===== src/shared/fsg_pkg.sv =====
package fsg_pkg;

  // Flash access kinds seen by the guard
  typedef enum logic [1:0] {
    FSG_OP_READ,
    FSG_OP_WRITE,
    FSG_OP_ERASE_PAGE,
    FSG_OP_ERASE_ALL
  } fsg_op_e;

  // Outcome of one access
  typedef enum logic [1:0] {
    FSG_PERMIT,
    FSG_IGNORE,
    FSG_FAULT
  } fsg_verdict_e;

  localparam int unsigned FSG_ADDR_W       = 14;
  localparam int unsigned FSG_PAGE_LSB     = 9;
  localparam int unsigned FSG_PAGE_W       = FSG_ADDR_W - FSG_PAGE_LSB;
  localparam int unsigned FSG_PAGE_BYTES   = 512;

  localparam logic [13:0] FSG_LOCK_PAGE_BIG  = 14'h3C00;
  localparam logic [13:0] FSG_LOCK_PAGE_END_BIG = 14'h3DFF;
  localparam logic [13:0] FSG_LOCK_PAGE_SML  = 14'h1E00;
  localparam logic [13:0] FSG_LOCK_PAGE_END_SML = 14'h1FFF;
  localparam logic [13:0] FSG_RSV_BASE_BIG   = 14'h3E00;
  localparam logic [13:0] FSG_RSV_BASE_SML   = 14'h2000;
  localparam logic [7:0]  FSG_LOCK_ERASED    = 8'hFF;

  // Register map, byte addresses
  localparam logic [7:0]  FSG_REG_STORE_CTRL = 8'h00;
  localparam logic [7:0]  FSG_REG_RST_SRC    = 8'h04;
  localparam logic [7:0]  FSG_REG_STATUS     = 8'h08;

  localparam int unsigned FSG_SWE_BIT        = 0;
  localparam int unsigned FSG_SEE_BIT        = 1;
  localparam int unsigned FSG_POR_BIT        = 0;
  localparam int unsigned FSG_FERR_BIT       = 1;
  localparam int unsigned FSG_ST_LOCK_LSB    = 0;
  localparam int unsigned FSG_ST_ANY_BIT     = 8;
  localparam int unsigned FSG_ST_WRITTEN_BIT = 9;
  localparam int unsigned FSG_ST_BUSY_BIT    = 10;

  localparam logic [1:0]  FSG_STORE_CTRL_RST = 2'h0;
  localparam logic [1:0]  FSG_RESP_OKAY      = 2'h0;
  localparam logic [1:0]  FSG_RESP_SLVERR    = 2'h2;

  // Page p is locked when it lies below the locked-page count
  function automatic logic fsg_page_locked(input logic [4:0] page,
                                           input logic [7:0] n);
    return {3'h0, page} < n;
  endfunction : fsg_page_locked

endpackage : fsg_pkg


===== src/shared/fsg_req_if.sv =====
`timescale 1ns/10ps
interface fsg_req_if;
  import fsg_pkg::*;
  logic               is_dbg;
  fsg_op_e            op;
  logic [13:0]        addr;
  logic [13:0]        pc_addr;
  logic [7:0]         lock_n;
  logic               lock_written;
  logic               big_flash;
  fsg_verdict_e       verdict;

  modport guard (output is_dbg, op, addr, pc_addr, lock_n, lock_written,
                 big_flash, input verdict);
  modport judge (input is_dbg, op, addr, pc_addr, lock_n, lock_written,
                 big_flash, output verdict);
endinterface : fsg_req_if


===== src/rtl/fsg_judge.sv =====
`timescale 1ns/10ps
module fsg_judge
  import fsg_pkg::*;
(
  fsg_req_if.judge rq
);

  logic [13:0] lock_base;
  logic [13:0] lock_byte;
  logic [13:0] rsv_base;
  logic        any_locked;
  logic        exec_locked;
  logic        on_lock_page;
  logic        bad;
  logic        fw_ok;

  always_comb begin
    lock_base    = rq.big_flash ? FSG_LOCK_PAGE_BIG : FSG_LOCK_PAGE_SML;
    lock_byte    = rq.big_flash ? FSG_LOCK_PAGE_END_BIG
                                : FSG_LOCK_PAGE_END_SML;
    rsv_base     = rq.big_flash ? FSG_RSV_BASE_BIG : FSG_RSV_BASE_SML;
    any_locked   = rq.lock_n != 8'h00;
    on_lock_page = rq.addr[13:9] == lock_base[13:9];
    // Executing page decides the firmware class on this same access
    exec_locked  = fsg_page_locked(rq.pc_addr[13:9], rq.lock_n)
                   | (any_locked & rq.pc_addr[13:9] == lock_base[13:9]);
    bad   = 1'b0;
    fw_ok = 1'b0;
    if (rq.op == FSG_OP_ERASE_ALL) begin
      bad = !rq.is_dbg;
    end else if (rq.addr >= rsv_base) begin
      bad = 1'b1;
    end else if (on_lock_page) begin
      if (rq.op == FSG_OP_ERASE_PAGE) begin
        bad = !rq.is_dbg | any_locked;
      end else if (rq.op == FSG_OP_WRITE && rq.addr == lock_byte &&
                   rq.lock_written) begin
        bad = 1'b1;
      end else if (any_locked) begin
        bad   = 1'b1;
        fw_ok = exec_locked;
      end
    end else if (fsg_page_locked(rq.addr[13:9], rq.lock_n)) begin
      bad   = 1'b1;
      fw_ok = exec_locked;
    end
    // Unlocked pages fall through as permitted
    if (!bad || (!rq.is_dbg && fw_ok)) begin
      rq.verdict = FSG_PERMIT;
    end else if (rq.is_dbg) begin
      rq.verdict = FSG_IGNORE;
    end else begin
      rq.verdict = FSG_FAULT;
    end
  end

endmodule : fsg_judge


===== src/rtl/fsg_top.sv =====
// Added by the designer: the register offsets and the AXI4-Lite register port.
`timescale 1ns/10ps
module fsg_top
  import fsg_pkg::*;
#(
  parameter bit BIG_FLASH = 1'b1
) (
  input  wire logic        clk_i,
  input  wire logic        rst_n_i,
  input  wire logic        por_n_i,
  // AXI4-Lite slave
  input  wire logic [7:0]  s_axi_awaddr,
  input  wire logic        s_axi_awvalid,
  output logic             s_axi_awready,
  input  wire logic [31:0] s_axi_wdata,
  input  wire logic [3:0]  s_axi_wstrb,
  input  wire logic        s_axi_wvalid,
  output logic             s_axi_wready,
  output logic [1:0]       s_axi_bresp,
  output logic             s_axi_bvalid,
  input  wire logic        s_axi_bready,
  input  wire logic [7:0]  s_axi_araddr,
  input  wire logic        s_axi_arvalid,
  output logic             s_axi_arready,
  output logic [31:0]      s_axi_rdata,
  output logic [1:0]       s_axi_rresp,
  output logic             s_axi_rvalid,
  input  wire logic        s_axi_rready,
  // Stored lock byte as the flash array holds it
  input  wire logic [7:0]  lock_byte_i,
  // Debug two-wire port requests
  input  wire logic        dbg_req_i,
  input  wire fsg_op_e     dbg_op_i,
  input  wire logic [13:0] dbg_addr_i,
  input  wire logic [7:0]  dbg_wdata_i,
  output logic             dbg_done_o,
  output fsg_verdict_e     dbg_verdict_o,
  // Firmware requests: code read, or store write (page erase while see is set)
  input  wire logic        fw_req_i,
  input  wire logic        fw_write_i,
  input  wire logic [13:0] fw_addr_i,
  input  wire logic [13:0] fw_pc_i,
  input  wire logic [7:0]  fw_wdata_i,
  output logic             fw_done_o,
  output fsg_verdict_e     fw_verdict_o,
  output logic             guard_ready_o,
  // Flash array command side
  output logic             fl_cmd_valid_o,
  output fsg_op_e          fl_op_o,
  output logic [13:0]      fl_addr_o,
  output logic [7:0]       fl_wdata_o,
  input  wire logic        fl_done_i,
  output logic             irq_hold_o,
  output logic             flash_err_rst_o
);

  typedef enum logic [1:0] {ST_LOAD, ST_IDLE, ST_RESP, ST_WAIT} fsg_state_e;

  fsg_state_e   state_q;
  fsg_state_e   state_d;
  logic [7:0]   lock_q;
  logic         lock_written_q;
  logic         swe_q;
  logic         see_q;
  logic         src_dbg_q;
  fsg_verdict_e verdict_q;
  logic         err_cause_q;
  logic         ferr_flag_q;
  logic         por_flag_q;
  logic         seen_run_q;
  logic         take;
  logic         fw_nostore;
  fsg_op_e      fw_op;
  fsg_verdict_e verdict;
  logic [13:0]  lock_byte_addr;
  logic         aw_held_q;
  logic         w_held_q;
  logic [7:0]   aw_addr_q;
  logic [31:0]  w_data_q;
  logic [3:0]   w_strb_q;

  fsg_req_if rq ();

  fsg_judge u_judge (
    .rq (rq)
  );

  always_comb begin
    lock_byte_addr = BIG_FLASH ? FSG_LOCK_PAGE_END_BIG : FSG_LOCK_PAGE_END_SML;
    take       = guard_ready_o & (dbg_req_i | fw_req_i);
    // Without write-enable a firmware write never reaches the store
    fw_nostore = fw_write_i & !swe_q;
    if (!fw_write_i) begin
      fw_op = FSG_OP_READ;
    end else if (see_q) begin
      fw_op = FSG_OP_ERASE_PAGE;
    end else begin
      fw_op = FSG_OP_WRITE;
    end
    rq.is_dbg       = dbg_req_i;
    rq.op           = dbg_req_i ? dbg_op_i : fw_op;
    rq.addr         = dbg_req_i ? dbg_addr_i : fw_addr_i;
    rq.pc_addr      = fw_pc_i;
    rq.lock_n       = ~lock_q;
    rq.lock_written = lock_written_q;
    rq.big_flash    = BIG_FLASH;
    verdict = (!dbg_req_i && fw_nostore) ? FSG_IGNORE : rq.verdict;
  end

  always_comb begin
    state_d = state_q;
    unique case (state_q)
      ST_LOAD: state_d = ST_IDLE;
      ST_IDLE: begin
        if (take) begin
          if (verdict == FSG_PERMIT && rq.op != FSG_OP_READ) begin
            state_d = ST_WAIT;
          end else begin
            state_d = ST_RESP;
          end
        end
      end
      ST_RESP: state_d = ST_IDLE;
      ST_WAIT: begin
        // One answer cycle keeps ready low while the held request drops
        if (fl_done_i) begin
          state_d = ST_RESP;
        end
      end
    endcase
  end

  always_ff @(posedge clk_i) begin
    if (!rst_n_i) begin
      state_q       <= ST_LOAD;
      guard_ready_o <= 1'b0;
      irq_hold_o    <= 1'b0;
    end else begin
      state_q       <= state_d;
      guard_ready_o <= state_d == ST_IDLE;
      irq_hold_o    <= state_d == ST_WAIT;
    end
  end

  // Lock count is only ever loaded here, so a fresh write waits for reset; the written flag sets at once
  always_ff @(posedge clk_i) begin
    if (!rst_n_i) begin
      lock_q         <= FSG_LOCK_ERASED;
      lock_written_q <= 1'b0;
    end else if (state_q == ST_LOAD) begin
      lock_q         <= lock_byte_i;
      lock_written_q <= lock_byte_i != FSG_LOCK_ERASED;
    end else if (take && verdict == FSG_PERMIT) begin
      if (rq.op == FSG_OP_ERASE_ALL) begin
        lock_q         <= FSG_LOCK_ERASED;
        lock_written_q <= 1'b0;
      end else if (rq.op == FSG_OP_WRITE && rq.addr == lock_byte_addr) begin
        lock_written_q <= 1'b1;
      end
    end
  end

  always_ff @(posedge clk_i) begin
    if (!rst_n_i) begin
      fl_cmd_valid_o  <= 1'b0;
      fl_op_o         <= FSG_OP_READ;
      fl_addr_o       <= 14'h0000;
      fl_wdata_o      <= 8'h00;
      flash_err_rst_o <= 1'b0;
      src_dbg_q       <= 1'b0;
      verdict_q       <= FSG_PERMIT;
    end else begin
      fl_cmd_valid_o  <= take && verdict == FSG_PERMIT;
      flash_err_rst_o <= take && verdict == FSG_FAULT;
      if (take) begin
        fl_op_o    <= rq.op;
        fl_addr_o  <= rq.addr;
        fl_wdata_o <= dbg_req_i ? dbg_wdata_i : fw_wdata_i;
        src_dbg_q  <= dbg_req_i;
        verdict_q  <= verdict;
      end
    end
  end

  always_ff @(posedge clk_i) begin
    if (!rst_n_i) begin
      dbg_done_o    <= 1'b0;
      fw_done_o     <= 1'b0;
      dbg_verdict_o <= FSG_PERMIT;
      fw_verdict_o  <= FSG_PERMIT;
    end else begin
      dbg_done_o <= 1'b0;
      fw_done_o  <= 1'b0;
      if ((state_q == ST_IDLE && state_d == ST_RESP) ||
          (state_q == ST_WAIT && fl_done_i)) begin
        if (state_q == ST_IDLE ? dbg_req_i : src_dbg_q) begin
          dbg_done_o    <= 1'b1;
          dbg_verdict_o <= state_q == ST_IDLE ? verdict : verdict_q;
        end else begin
          fw_done_o    <= 1'b1;
          fw_verdict_o <= state_q == ST_IDLE ? verdict : verdict_q;
        end
      end
    end
  end

  // Reset cause survives the device reset it triggers; the next device reset without a fault, or power-on, clears it
  always_ff @(posedge clk_i) begin
    if (!por_n_i) begin
      err_cause_q <= 1'b0;
      ferr_flag_q <= 1'b0;
      por_flag_q  <= 1'b1;
      seen_run_q  <= 1'b0;
    end else if (!rst_n_i) begin
      if (seen_run_q) begin
        ferr_flag_q <= err_cause_q;
        por_flag_q  <= 1'b0;
        err_cause_q <= 1'b0;
      end
      seen_run_q <= 1'b0;
    end else begin
      seen_run_q <= 1'b1;
      if (take && verdict == FSG_FAULT) begin
        err_cause_q <= 1'b1;
      end
    end
  end

  // AXI4-Lite write side: address and data taken in either order
  always_ff @(posedge clk_i) begin
    if (!rst_n_i) begin
      aw_held_q     <= 1'b0;
      w_held_q      <= 1'b0;
      aw_addr_q     <= 8'h00;
      w_data_q      <= 32'h0000_0000;
      w_strb_q      <= 4'h0;
      s_axi_awready <= 1'b0;
      s_axi_wready  <= 1'b0;
      s_axi_bvalid  <= 1'b0;
      s_axi_bresp   <= FSG_RESP_OKAY;
      swe_q         <= FSG_STORE_CTRL_RST[FSG_SWE_BIT];
      see_q         <= FSG_STORE_CTRL_RST[FSG_SEE_BIT];
    end else begin
      s_axi_awready <= !aw_held_q && !(s_axi_awvalid && s_axi_awready);
      s_axi_wready  <= !w_held_q && !(s_axi_wvalid && s_axi_wready);
      if (s_axi_awvalid && s_axi_awready) begin
        aw_held_q <= 1'b1;
        aw_addr_q <= s_axi_awaddr;
      end
      if (s_axi_wvalid && s_axi_wready) begin
        w_held_q <= 1'b1;
        w_data_q <= s_axi_wdata;
        w_strb_q <= s_axi_wstrb;
      end
      if (aw_held_q && w_held_q && !s_axi_bvalid) begin
        s_axi_bvalid <= 1'b1;
        s_axi_bresp  <= FSG_RESP_OKAY;
        unique case ({aw_addr_q[7:2], 2'b00})
          FSG_REG_STORE_CTRL: begin
            if (w_strb_q[0]) begin
              swe_q <= w_data_q[FSG_SWE_BIT];
              see_q <= w_data_q[FSG_SEE_BIT];
            end
          end
          FSG_REG_RST_SRC, FSG_REG_STATUS: ;
          default: s_axi_bresp <= FSG_RESP_SLVERR;
        endcase
      end
      if (s_axi_bvalid && s_axi_bready) begin
        s_axi_bvalid  <= 1'b0;
        aw_held_q     <= 1'b0;
        w_held_q      <= 1'b0;
        s_axi_awready <= 1'b1;
        s_axi_wready  <= 1'b1;
      end
    end
  end

  // AXI4-Lite read side
  always_ff @(posedge clk_i) begin
    if (!rst_n_i) begin
      s_axi_arready <= 1'b0;
      s_axi_rvalid  <= 1'b0;
      s_axi_rdata   <= 32'h0000_0000;
      s_axi_rresp   <= FSG_RESP_OKAY;
    end else begin
      s_axi_arready <= !s_axi_rvalid && !(s_axi_arvalid && s_axi_arready);
      if (s_axi_arvalid && s_axi_arready) begin
        s_axi_rvalid <= 1'b1;
        s_axi_rresp  <= FSG_RESP_OKAY;
        s_axi_rdata  <= 32'h0000_0000;
        unique case ({s_axi_araddr[7:2], 2'b00})
          FSG_REG_STORE_CTRL: begin
            s_axi_rdata[FSG_SWE_BIT] <= swe_q;
            s_axi_rdata[FSG_SEE_BIT] <= see_q;
          end
          FSG_REG_RST_SRC: begin
            s_axi_rdata[FSG_POR_BIT]  <= por_flag_q;
            s_axi_rdata[FSG_FERR_BIT] <= ferr_flag_q;
          end
          FSG_REG_STATUS: begin
            s_axi_rdata[FSG_ST_LOCK_LSB +: 8]  <= lock_q;
            s_axi_rdata[FSG_ST_ANY_BIT]      <= lock_q != FSG_LOCK_ERASED;
            s_axi_rdata[FSG_ST_WRITTEN_BIT]  <= lock_written_q;
            s_axi_rdata[FSG_ST_BUSY_BIT]     <= state_q == ST_WAIT;
          end
          default: s_axi_rresp <= FSG_RESP_SLVERR;
        endcase
      end
      if (s_axi_rvalid && s_axi_rready) begin
        s_axi_rvalid  <= 1'b0;
        s_axi_arready <= 1'b1;
      end
    end
  end

endmodule : fsg_top


===== config.mk =====
export PLATFORM = sky130hd
export DESIGN_NAME = fsg_top
export DESIGN_NICKNAME = d
export VERILOG_FILES = /design/src/shared/fsg_pkg.sv /design/src/shared/fsg_req_if.sv /design/src/rtl/fsg_judge.sv /design/src/rtl/fsg_top.sv
export SDC_FILE = /design/constraint.sdc
export NUM_CORES = 1
export LEC_CHECK = 0
export ABC_AREA = 1
export BUFFER_PORTS_ARGS = -buffer_cell sky130_fd_sc_hd__buf_2
export CORE_MARGIN = 3
export CORE_UTILIZATION = 45
export CTS_BUF_LIST = sky130_fd_sc_hd__clkbuf_8
export DETAILED_ROUTE_END_ITERATION = 12
export GPL_TIMING_DRIVEN = 0
export HOLD_SLACK_MARGIN = 0.12
export PLACE_DENSITY = 0.78
export SLEW_MARGIN = 40
export SYNTH_ARGS = -nofsm -noshare
export SYNTH_HDL_FRONTEND = slang
export SYNTH_HIERARCHICAL = 1
export SYNTH_SLANG_ARGS = --single-unit

===== constraint.sdc =====
create_clock -name clk_i -period 8.4 [get_ports clk_i]
set_clock_uncertainty 0.2 [all_clocks]
set_input_delay 0.84 -clock clk_i [delete_from_list [all_inputs] [get_ports clk_i]]
set_output_delay 0.84 -clock clk_i [all_outputs]
set_load 0.01 [all_outputs]

==> results of run 1 <==
-- power groups by stage --
stage	sequential, mW	combinational [mW]	clock [mW]
final	0.437	0.211	0.302
after global routing	0.441	0.241	0.320
after CTS	0.436	0.211	0.308
after detailed placement	0.445	0.210	0
after global placement	0.444	0.207	0
after floorplan	0.451	0.133	0
-- cell usage after synthesis, types with 2 or more instances --
master	n	area, µm²
a211oi_1	5	37.5
a21oi_1	44	220
a31oi_1	9	56.3
and3_1	2	12.5
buf_2	3	15.0
buf_4	25	188
buf_6	3	33.8
clkbuf_1	13	48.8
conb_1	2	7.51
dfxtp_1	83	1660
ha_1	12	150
inv_1	82	308
inv_2	7	26.3
nand2_1	170	638
nand2_2	8	50.1
nand3_1	16	80.1
nand3b_1	2	15.0
nand3b_4	2	40.0
nand4_1	7	43.8
nor2_1	71	267
nor2_2	3	18.8
nor2_4	2	22.5
nor3_1	7	35.0
o21ai_0	40	200
o22ai_1	8	50.1
-- metal layers --
metal	up-vias	wire length (µm)
met5	-	0
met4	0	277
met3	24	714
met2	128	5470
met1	1921	4730
li1	2306	-
-- cell type report --
type                    instances  area (µm²)  share of cell area, %
clock inverters                 5        60.1                   1.10
clock buffers                  11         151                   2.77
multi-input cells             444        2110                   38.6
plain buffers                  44         285                   5.22
well taps                     129         161                   2.96
flip-flops and latches         83        1660                   30.4
inverters                      91         347                   6.35
repair buffers                137         686                   12.6
-- cells by family after synthesis --
| logic type | count (synthesis) |
|---|---|
| AND/OR/NAND/NOR | 292 |
| XOR/XNOR | 1 |
| flip-flops | 83 |
| AO/OA/AOI/OAI | 112 |
| buffers and inverters | 135 |
| adder cells (fa/ha/maj) | 12 |
| other | 2 |
-- worst max path at each step --
stage	startpoint	cells past startpoint	to	slack (ps)
finish	dbg_req_i	25	dbg_verdict_o[0]	4900
global route	dbg_req_i	25	dbg_verdict_o[1]	4540
CTS	dbg_req_i	25	dbg_verdict_o[0]	4900
detailed placement	dbg_req_i	25	dbg_verdict_o[0]	4580
global placement	dbg_req_i	25	fw_verdict_o[0]	4600
floorplan	dbg_req_i	24	dbg_verdict_o[0]	5100
-- flip-flops by register name, indices dropped and copies added (netlist names), 2 cells and up --
name and cells:
dbg_verdict_o 2, w_data_q 2, lock_q 8, aw_addr_q 6
fw_verdict_o 2, fl_addr_o 14, verdict_q 2, state_q 2
fl_wdata_o 8, s_axi_rdata 11, fl_op_o 2
-- worst reg2reg max path, cell delays in order (launching register included) --
cell and delay (ps):
dfxtp_1 330, inv_1 120, inv_1 80, ha_1 290, nand2_1 60, nand2_1 40
nand2_1 50, nand2_1 50, nand2_1 50, nand2_1 70, nand3_1 70, nand2_1 50
nand2_1 50, nand3_1 60, nand2_1 60, inv_1 50, nand3b_4 150, nor2_2 100
nand2_1 50, nand2_1 70, nand2_2 70, buf_6 140, a21oi_1 150, nor2_1 80
==> impl_metrics.json, run 1 <==
{
  "fin_util_pct": 58.8,
  "hold_violations": 0,
  "min_path_type": "flip-flop to flip-flop",
  "hold_end": "por_flag_q",
  "ys.flop_type": "dfxtp_1",
  "min_period_over_period_pct": 41.6,
  "synth_top_family_by_area": "simple AND/OR/NAND/NOR gates",
  "cts-hold-fix-buffers": 0,
  "power.share.sequential_pct": 46.0,
  "clkSlewWorstSetupHoldPaths_ps": 90,
  "most-common-layout-cells": "170 x nand2_1, 140 x buf_2, 83 x dfxtp_1, 82 x inv_1, 71 x nor2_1",
  "grt_usage_pct": 20.4,
  "worstSkewPairLatency_ps": 350,
  "grt-ovfl-total": 0,
  "place.gp.congestion": 0.967,
  "avgViaCountPerCell": 4.64,
  "maxSlewViolCount": 0,
  "wl_per_cell_um": 11.9,
  "grt_pass1_vias": 4146,
  "ctsRootBufferMaster": "clkbuf_8",
  "p_int_mw": 0.660,
  "yosysUniqueCellTypes": 36,
  "dp.cells": 928,
  "placed_area_mm2": 0.00525,
  "layout-drive-gt1-share_pct": 25.6,
  "synth_enable_flop_cells": 0,
  "initial_core_util_pct": 46.4,
  "swShare_pct": 30.5,
  "hold_slack_ps": 252,
  "post-place-ws_ps": 4580,
  "wl_mm": 11.2,
  "synth_compound_area_share_pct": 14.2,
  "cp_top_family": "simple AND/OR/NAND/NOR gates",
  "power_frac_comb_pct": 22.2,
  "cts_tree": "done",
  "crit_arrival_ps": 3540,
  "grt_max_degree": 15,
  "rr_worst_depth": 23,
  "htreeDepth": 3,
  "drc_errors": 0,
  "tightestPinTransition_ps": 627,
  "drt_first_iter_violations": 163,
  "ys_seq_area_share_pct": 38.6,
  "grt_pass1_wl_mm": 18.4,
  "use_met3_pct": 4.90,
  "clock-sinks": 83,
  "use_met1_pct": 23.9,
  "ys_ff_latch": 83,
  "outcome": "finished clean",
  "diodes": 0,
  "reg2reg_slack_ps": 5810,
  "dp_hpwl_mm": 8.83,
  "synthToLayoutAreaGrowth_pct": 26.7,
  "synth.cell_area_mm2": 0.00431,
  "peakVddDrop_uv": 99.8,
  "instances_no_fill": 944,
  "antenna_left": 0,
  "hp-start": "por_flag_q",
  "num_rows": 35,
  "portBuffers": 137,
  "grt-busiest-layer": "met2",
  "rsz0062_at_grt": "false",
  "cts_resized": 0,
  "report.power.total_mw": 0.950,
  "post_synth_fa_ha_maj_area_fraction_pct": 3.48,
  "crit_type": "primary input to flip-flop",
  "syn_area_per_cell_um2": 6.76,
  "crit_buf_inv": 6,
  "dr.pass1.iters": 5,
  "p_sw_mw": 0.289,
  "p_per_area_mw_per_mm2": 174,
  "yosys.area_share.simple_pct": 28.7,
  "core_mm2": 0.00928,
  "die_area_mm2": 0.0108,
  "cts_setup_buffers": 0,
  "nets": 954,
  "vias": 4379,
  "fillers": 930,
  "worst_slack_ps": 4900,
  "leakagePower_nw": 2.99,
  "die_w_um": 104,
  "pin_count": 207,
  "max_stage_delay_ps": 310,
  "die_height_um": 104,
  "cp-start-kind": "primary input",
  "antenna_found_initial": 0,
  "layout_commonest_cell": "nand2_1",
  "slowest_stage": "ha_1",
  "max_freq_mhz": 286,
  "netlist_instances": 637,
  "pwr-share-clk_pct": 31.8,
  "ys_async_sr_fraction_pct": 0,
  "r2r-start": "lock_q[1]",
  "cts_buffer_depth": 2,
  "yosysWarnings": 6,
  "holdPathStages": 2,
  "fin_area_mm2": 0.00546,
  "timing.critical_path.mode_cell": "nand2_1",
  "met2_usage_pct": 35.5,
  "cts_buffers": 9,
  "cp-end-kind": "flip-flop",
  "min_period_ps": 3500,
  "cp.required_ps": 8450,
  "synth-xor-area-share_pct": 0.203,
  "setup_viol_count_final": 0,
  "cp_max_fo": 10,
  "cap_violations": 0,
  "r2r-end": "dbg_verdict_o[0]",
  "synth.mux.area_fraction_pct": 0,
  "fin_setup_tns_ps": 0,
  "slew_headroom_pct": 58.2
}
Note: power is estimated with default switching activity, not from simulation.
==> run 2, diff against run 1 <==
==> constraint.sdc (replaced) <==
create_clock -name clk_i -period 3.3 [get_ports clk_i]
set_clock_uncertainty 0.2 [all_clocks]
set_input_delay 0.33 -clock clk_i [delete_from_list [all_inputs] [get_ports clk_i]]
set_output_delay 0.33 -clock clk_i [all_outputs]
set_load 0.01 [all_outputs]
==> run 2 against run 1 <==
Sequential share of layout area fell by 2.1 points. Routed wire length increased by 9.2%. Combinational power rose to 2.8 times the previous value. Clock power rose to 2.6 times the previous value. Critical path depth did not move. Total power rose to 2.6 times the previous value. Worst setup slack got worse by 4600 ps. Global-route usage is 1.8 points higher. Non-clock buffer count up 40. Via count grew 4.8%. First-iteration DRC count rose by 21%. Sequential cell count unchanged. Critical path type unchanged.
==> impl_metrics.json, run 2 (synthesis results as in run 1) <==
{
  "place.gp.congestion": 0.967,
  "grt_pass1_wl_mm": 20.0,
  "antenna_left": 0,
  "r2r-start": "lock_q[3]",
  "crit_buf_inv": 6,
  "die_height_um": 104,
  "rr_worst_depth": 21,
  "min_period_over_period_pct": 89.5,
  "slew_headroom_pct": 58.1,
  "reg.largest.list": "fl_addr_o: 14 flops, s_axi_rdata: 11 flops",
  "core_mm2": 0.00928,
  "r2r-end": "dbg_verdict_o[0]",
  "num_rows": 35,
  "wl_per_cell_um": 12.4,
  "cts_setup_buffers": 0,
  "min_period_ps": 2950,
  "max_freq_mhz": 338,
  "cp_top_family": "simple AND/OR/NAND/NOR gates",
  "p_per_area_mw_per_mm2": 422,
  "largest-register": "fl_addr_o",
  "portBuffers": 137,
  "initial_core_util_pct": 46.4,
  "die_area_mm2": 0.0108,
  "hp-start": "dbg_addr_i[5]",
  "hold_violations": 0,
  "peakVddDrop_uv": 255,
  "drt_first_iter_violations": 197,
  "crit_arrival_ps": 3000,
  "grt_pass1_vias": 4437,
  "vias": 4589,
  "crit_type": "primary input to flip-flop",
  "cts_tree": "done",
  "grt_usage_pct": 22.3,
  "tightestPinTransition_ps": 629,
  "synthToLayoutAreaGrowth_pct": 36.1,
  "slowest_stage": "ha_1",
  "leakagePower_nw": 3.17,
  "setup_viol_count_final": 0,
  "cts_buffer_depth": 2,
  "die_w_um": 104,
  "grt-ovfl-total": 0,
  "timing.critical_path.mode_cell": "nand2_1",
  "layout_commonest_cell": "nand2_1",
  "clock-sinks": 83,
  "hold_end": "fl_addr_o[5]",
  "grt_max_degree": 15,
  "largest_reg_flops": 14,
  "maxSlewViolCount": 0,
  "antenna_found_initial": 0,
  "post-place-ws_ps": -7.86,
  "min_path_type": "primary input to flip-flop",
  "dr.pass1.iters": 5,
  "worstSkewPairLatency_ps": 360,
  "most-common-layout-cells": "170 x nand2_1, 139 x buf_2, 83 x dfxtp_1, 82 x inv_1, 71 x nor2_1",
  "cp_max_fo": 10,
  "clkSlewWorstSetupHoldPaths_ps": 90,
  "cp.required_ps": 3350,
  "outcome": "finished clean",
  "pin_count": 207,
  "diodes": 0,
  "worst_slack_ps": 345,
  "layout-drive-gt1-share_pct": 24.4,
  "dp_hpwl_mm": 8.83,
  "avgViaCountPerCell": 4.66,
  "drc_errors": 0,
  "cp-end-kind": "flip-flop",
  "cp-start-kind": "primary input",
  "cap_violations": 0,
  "htreeDepth": 3,
  "holdPathStages": 5,
  "rsz0062_at_grt": "false",
  "reg2reg_slack_ps": 710,
  "nets": 994,
  "max_stage_delay_ps": 310,
  "fin_util_pct": 63.2,
  "wl_mm": 12.2,
  "ctsRootBufferMaster": "clkbuf_8",
  "cts_buffers": 9
}
-- run 2: cell types whose count changed in the layout (fill, tap and decap cells not counted) --
| cell | previous run | this run |
|---|---|---|
| clkbuf_4 | 0 | 1 |
| buf_2 | 140 | 139 |
| dlygate4sd3_1 | 0 | 40 |
-- run 2: tightest hold or removal path, cell delays in order --
cell	delay, ps
buf_2	90
inv_1	40
nand2_1	50
nand2_2	80
a21oi_1	60
-- run 2: layer usage --
metal  global-route usage [%]  share of wire [%]
met5                        0                  0
met4                     10.6                3.5
met3                     4.90                6.0
met2                     39.9                 49
met1                     24.9                 41
-- run 2: what timing repair did --
item                       4_1_cts  5_1_grt
hold endpoints to repair        36        0
setup endpoints to repair        0        4
hold buffers                    40        0
gates resized for setup          0        1
-- run 2: worst max-delay path by stage --
| stage | startpoint | endpoint | slack, ps | depth (start not counted) |
|---|---|---|---|---|
| finish | dbg_req_i | dbg_verdict_o[0] | 350 | 25 |
| global route | dbg_req_i | dbg_verdict_o[1] | 0.9 | 25 |
| CTS | dbg_req_i | dbg_verdict_o[0] | 310 | 25 |
| detailed placement | dbg_req_i | dbg_verdict_o[0] | -8 | 25 |
| global placement | dbg_req_i | fw_verdict_o[0] | 10 | 25 |
| floorplan | dbg_req_i | dbg_verdict_o[0] | 510 | 24 |
-- run 2: cell type report --
class                   count  area, µm²
clock buffers              11        151
inverters                  91        347
multi-input cells         444       2110
well taps                 129        161
fillers                   874       3420
plain buffers              44        288
repair buffers            177       1090
clock inverters             5       60.1
flip-flops and latches     83       1660
-- run 2: where the power goes --
group	internal [mW]	switching, mW	total, mW
Combinational	0.253	0.334	0.587
Clock	0.394	0.381	0.775
Sequential	1.07	0.0401	1.11
Total	1.72	0.756	2.47
-- run 2: stage by stage --
stage               TNS, ps  hold slack [ps]  std cells  area, µm²  total power [mW]
finish                    0              133        984       5860              2.47
global route              0              147        984       5860              2.60
CTS                       0              125        984       5860              2.47
detailed placement    -13.6              242        928       5250              1.67
global placement          0              238        928       5250              1.66
floorplan                 0              199        662       4400              1.49
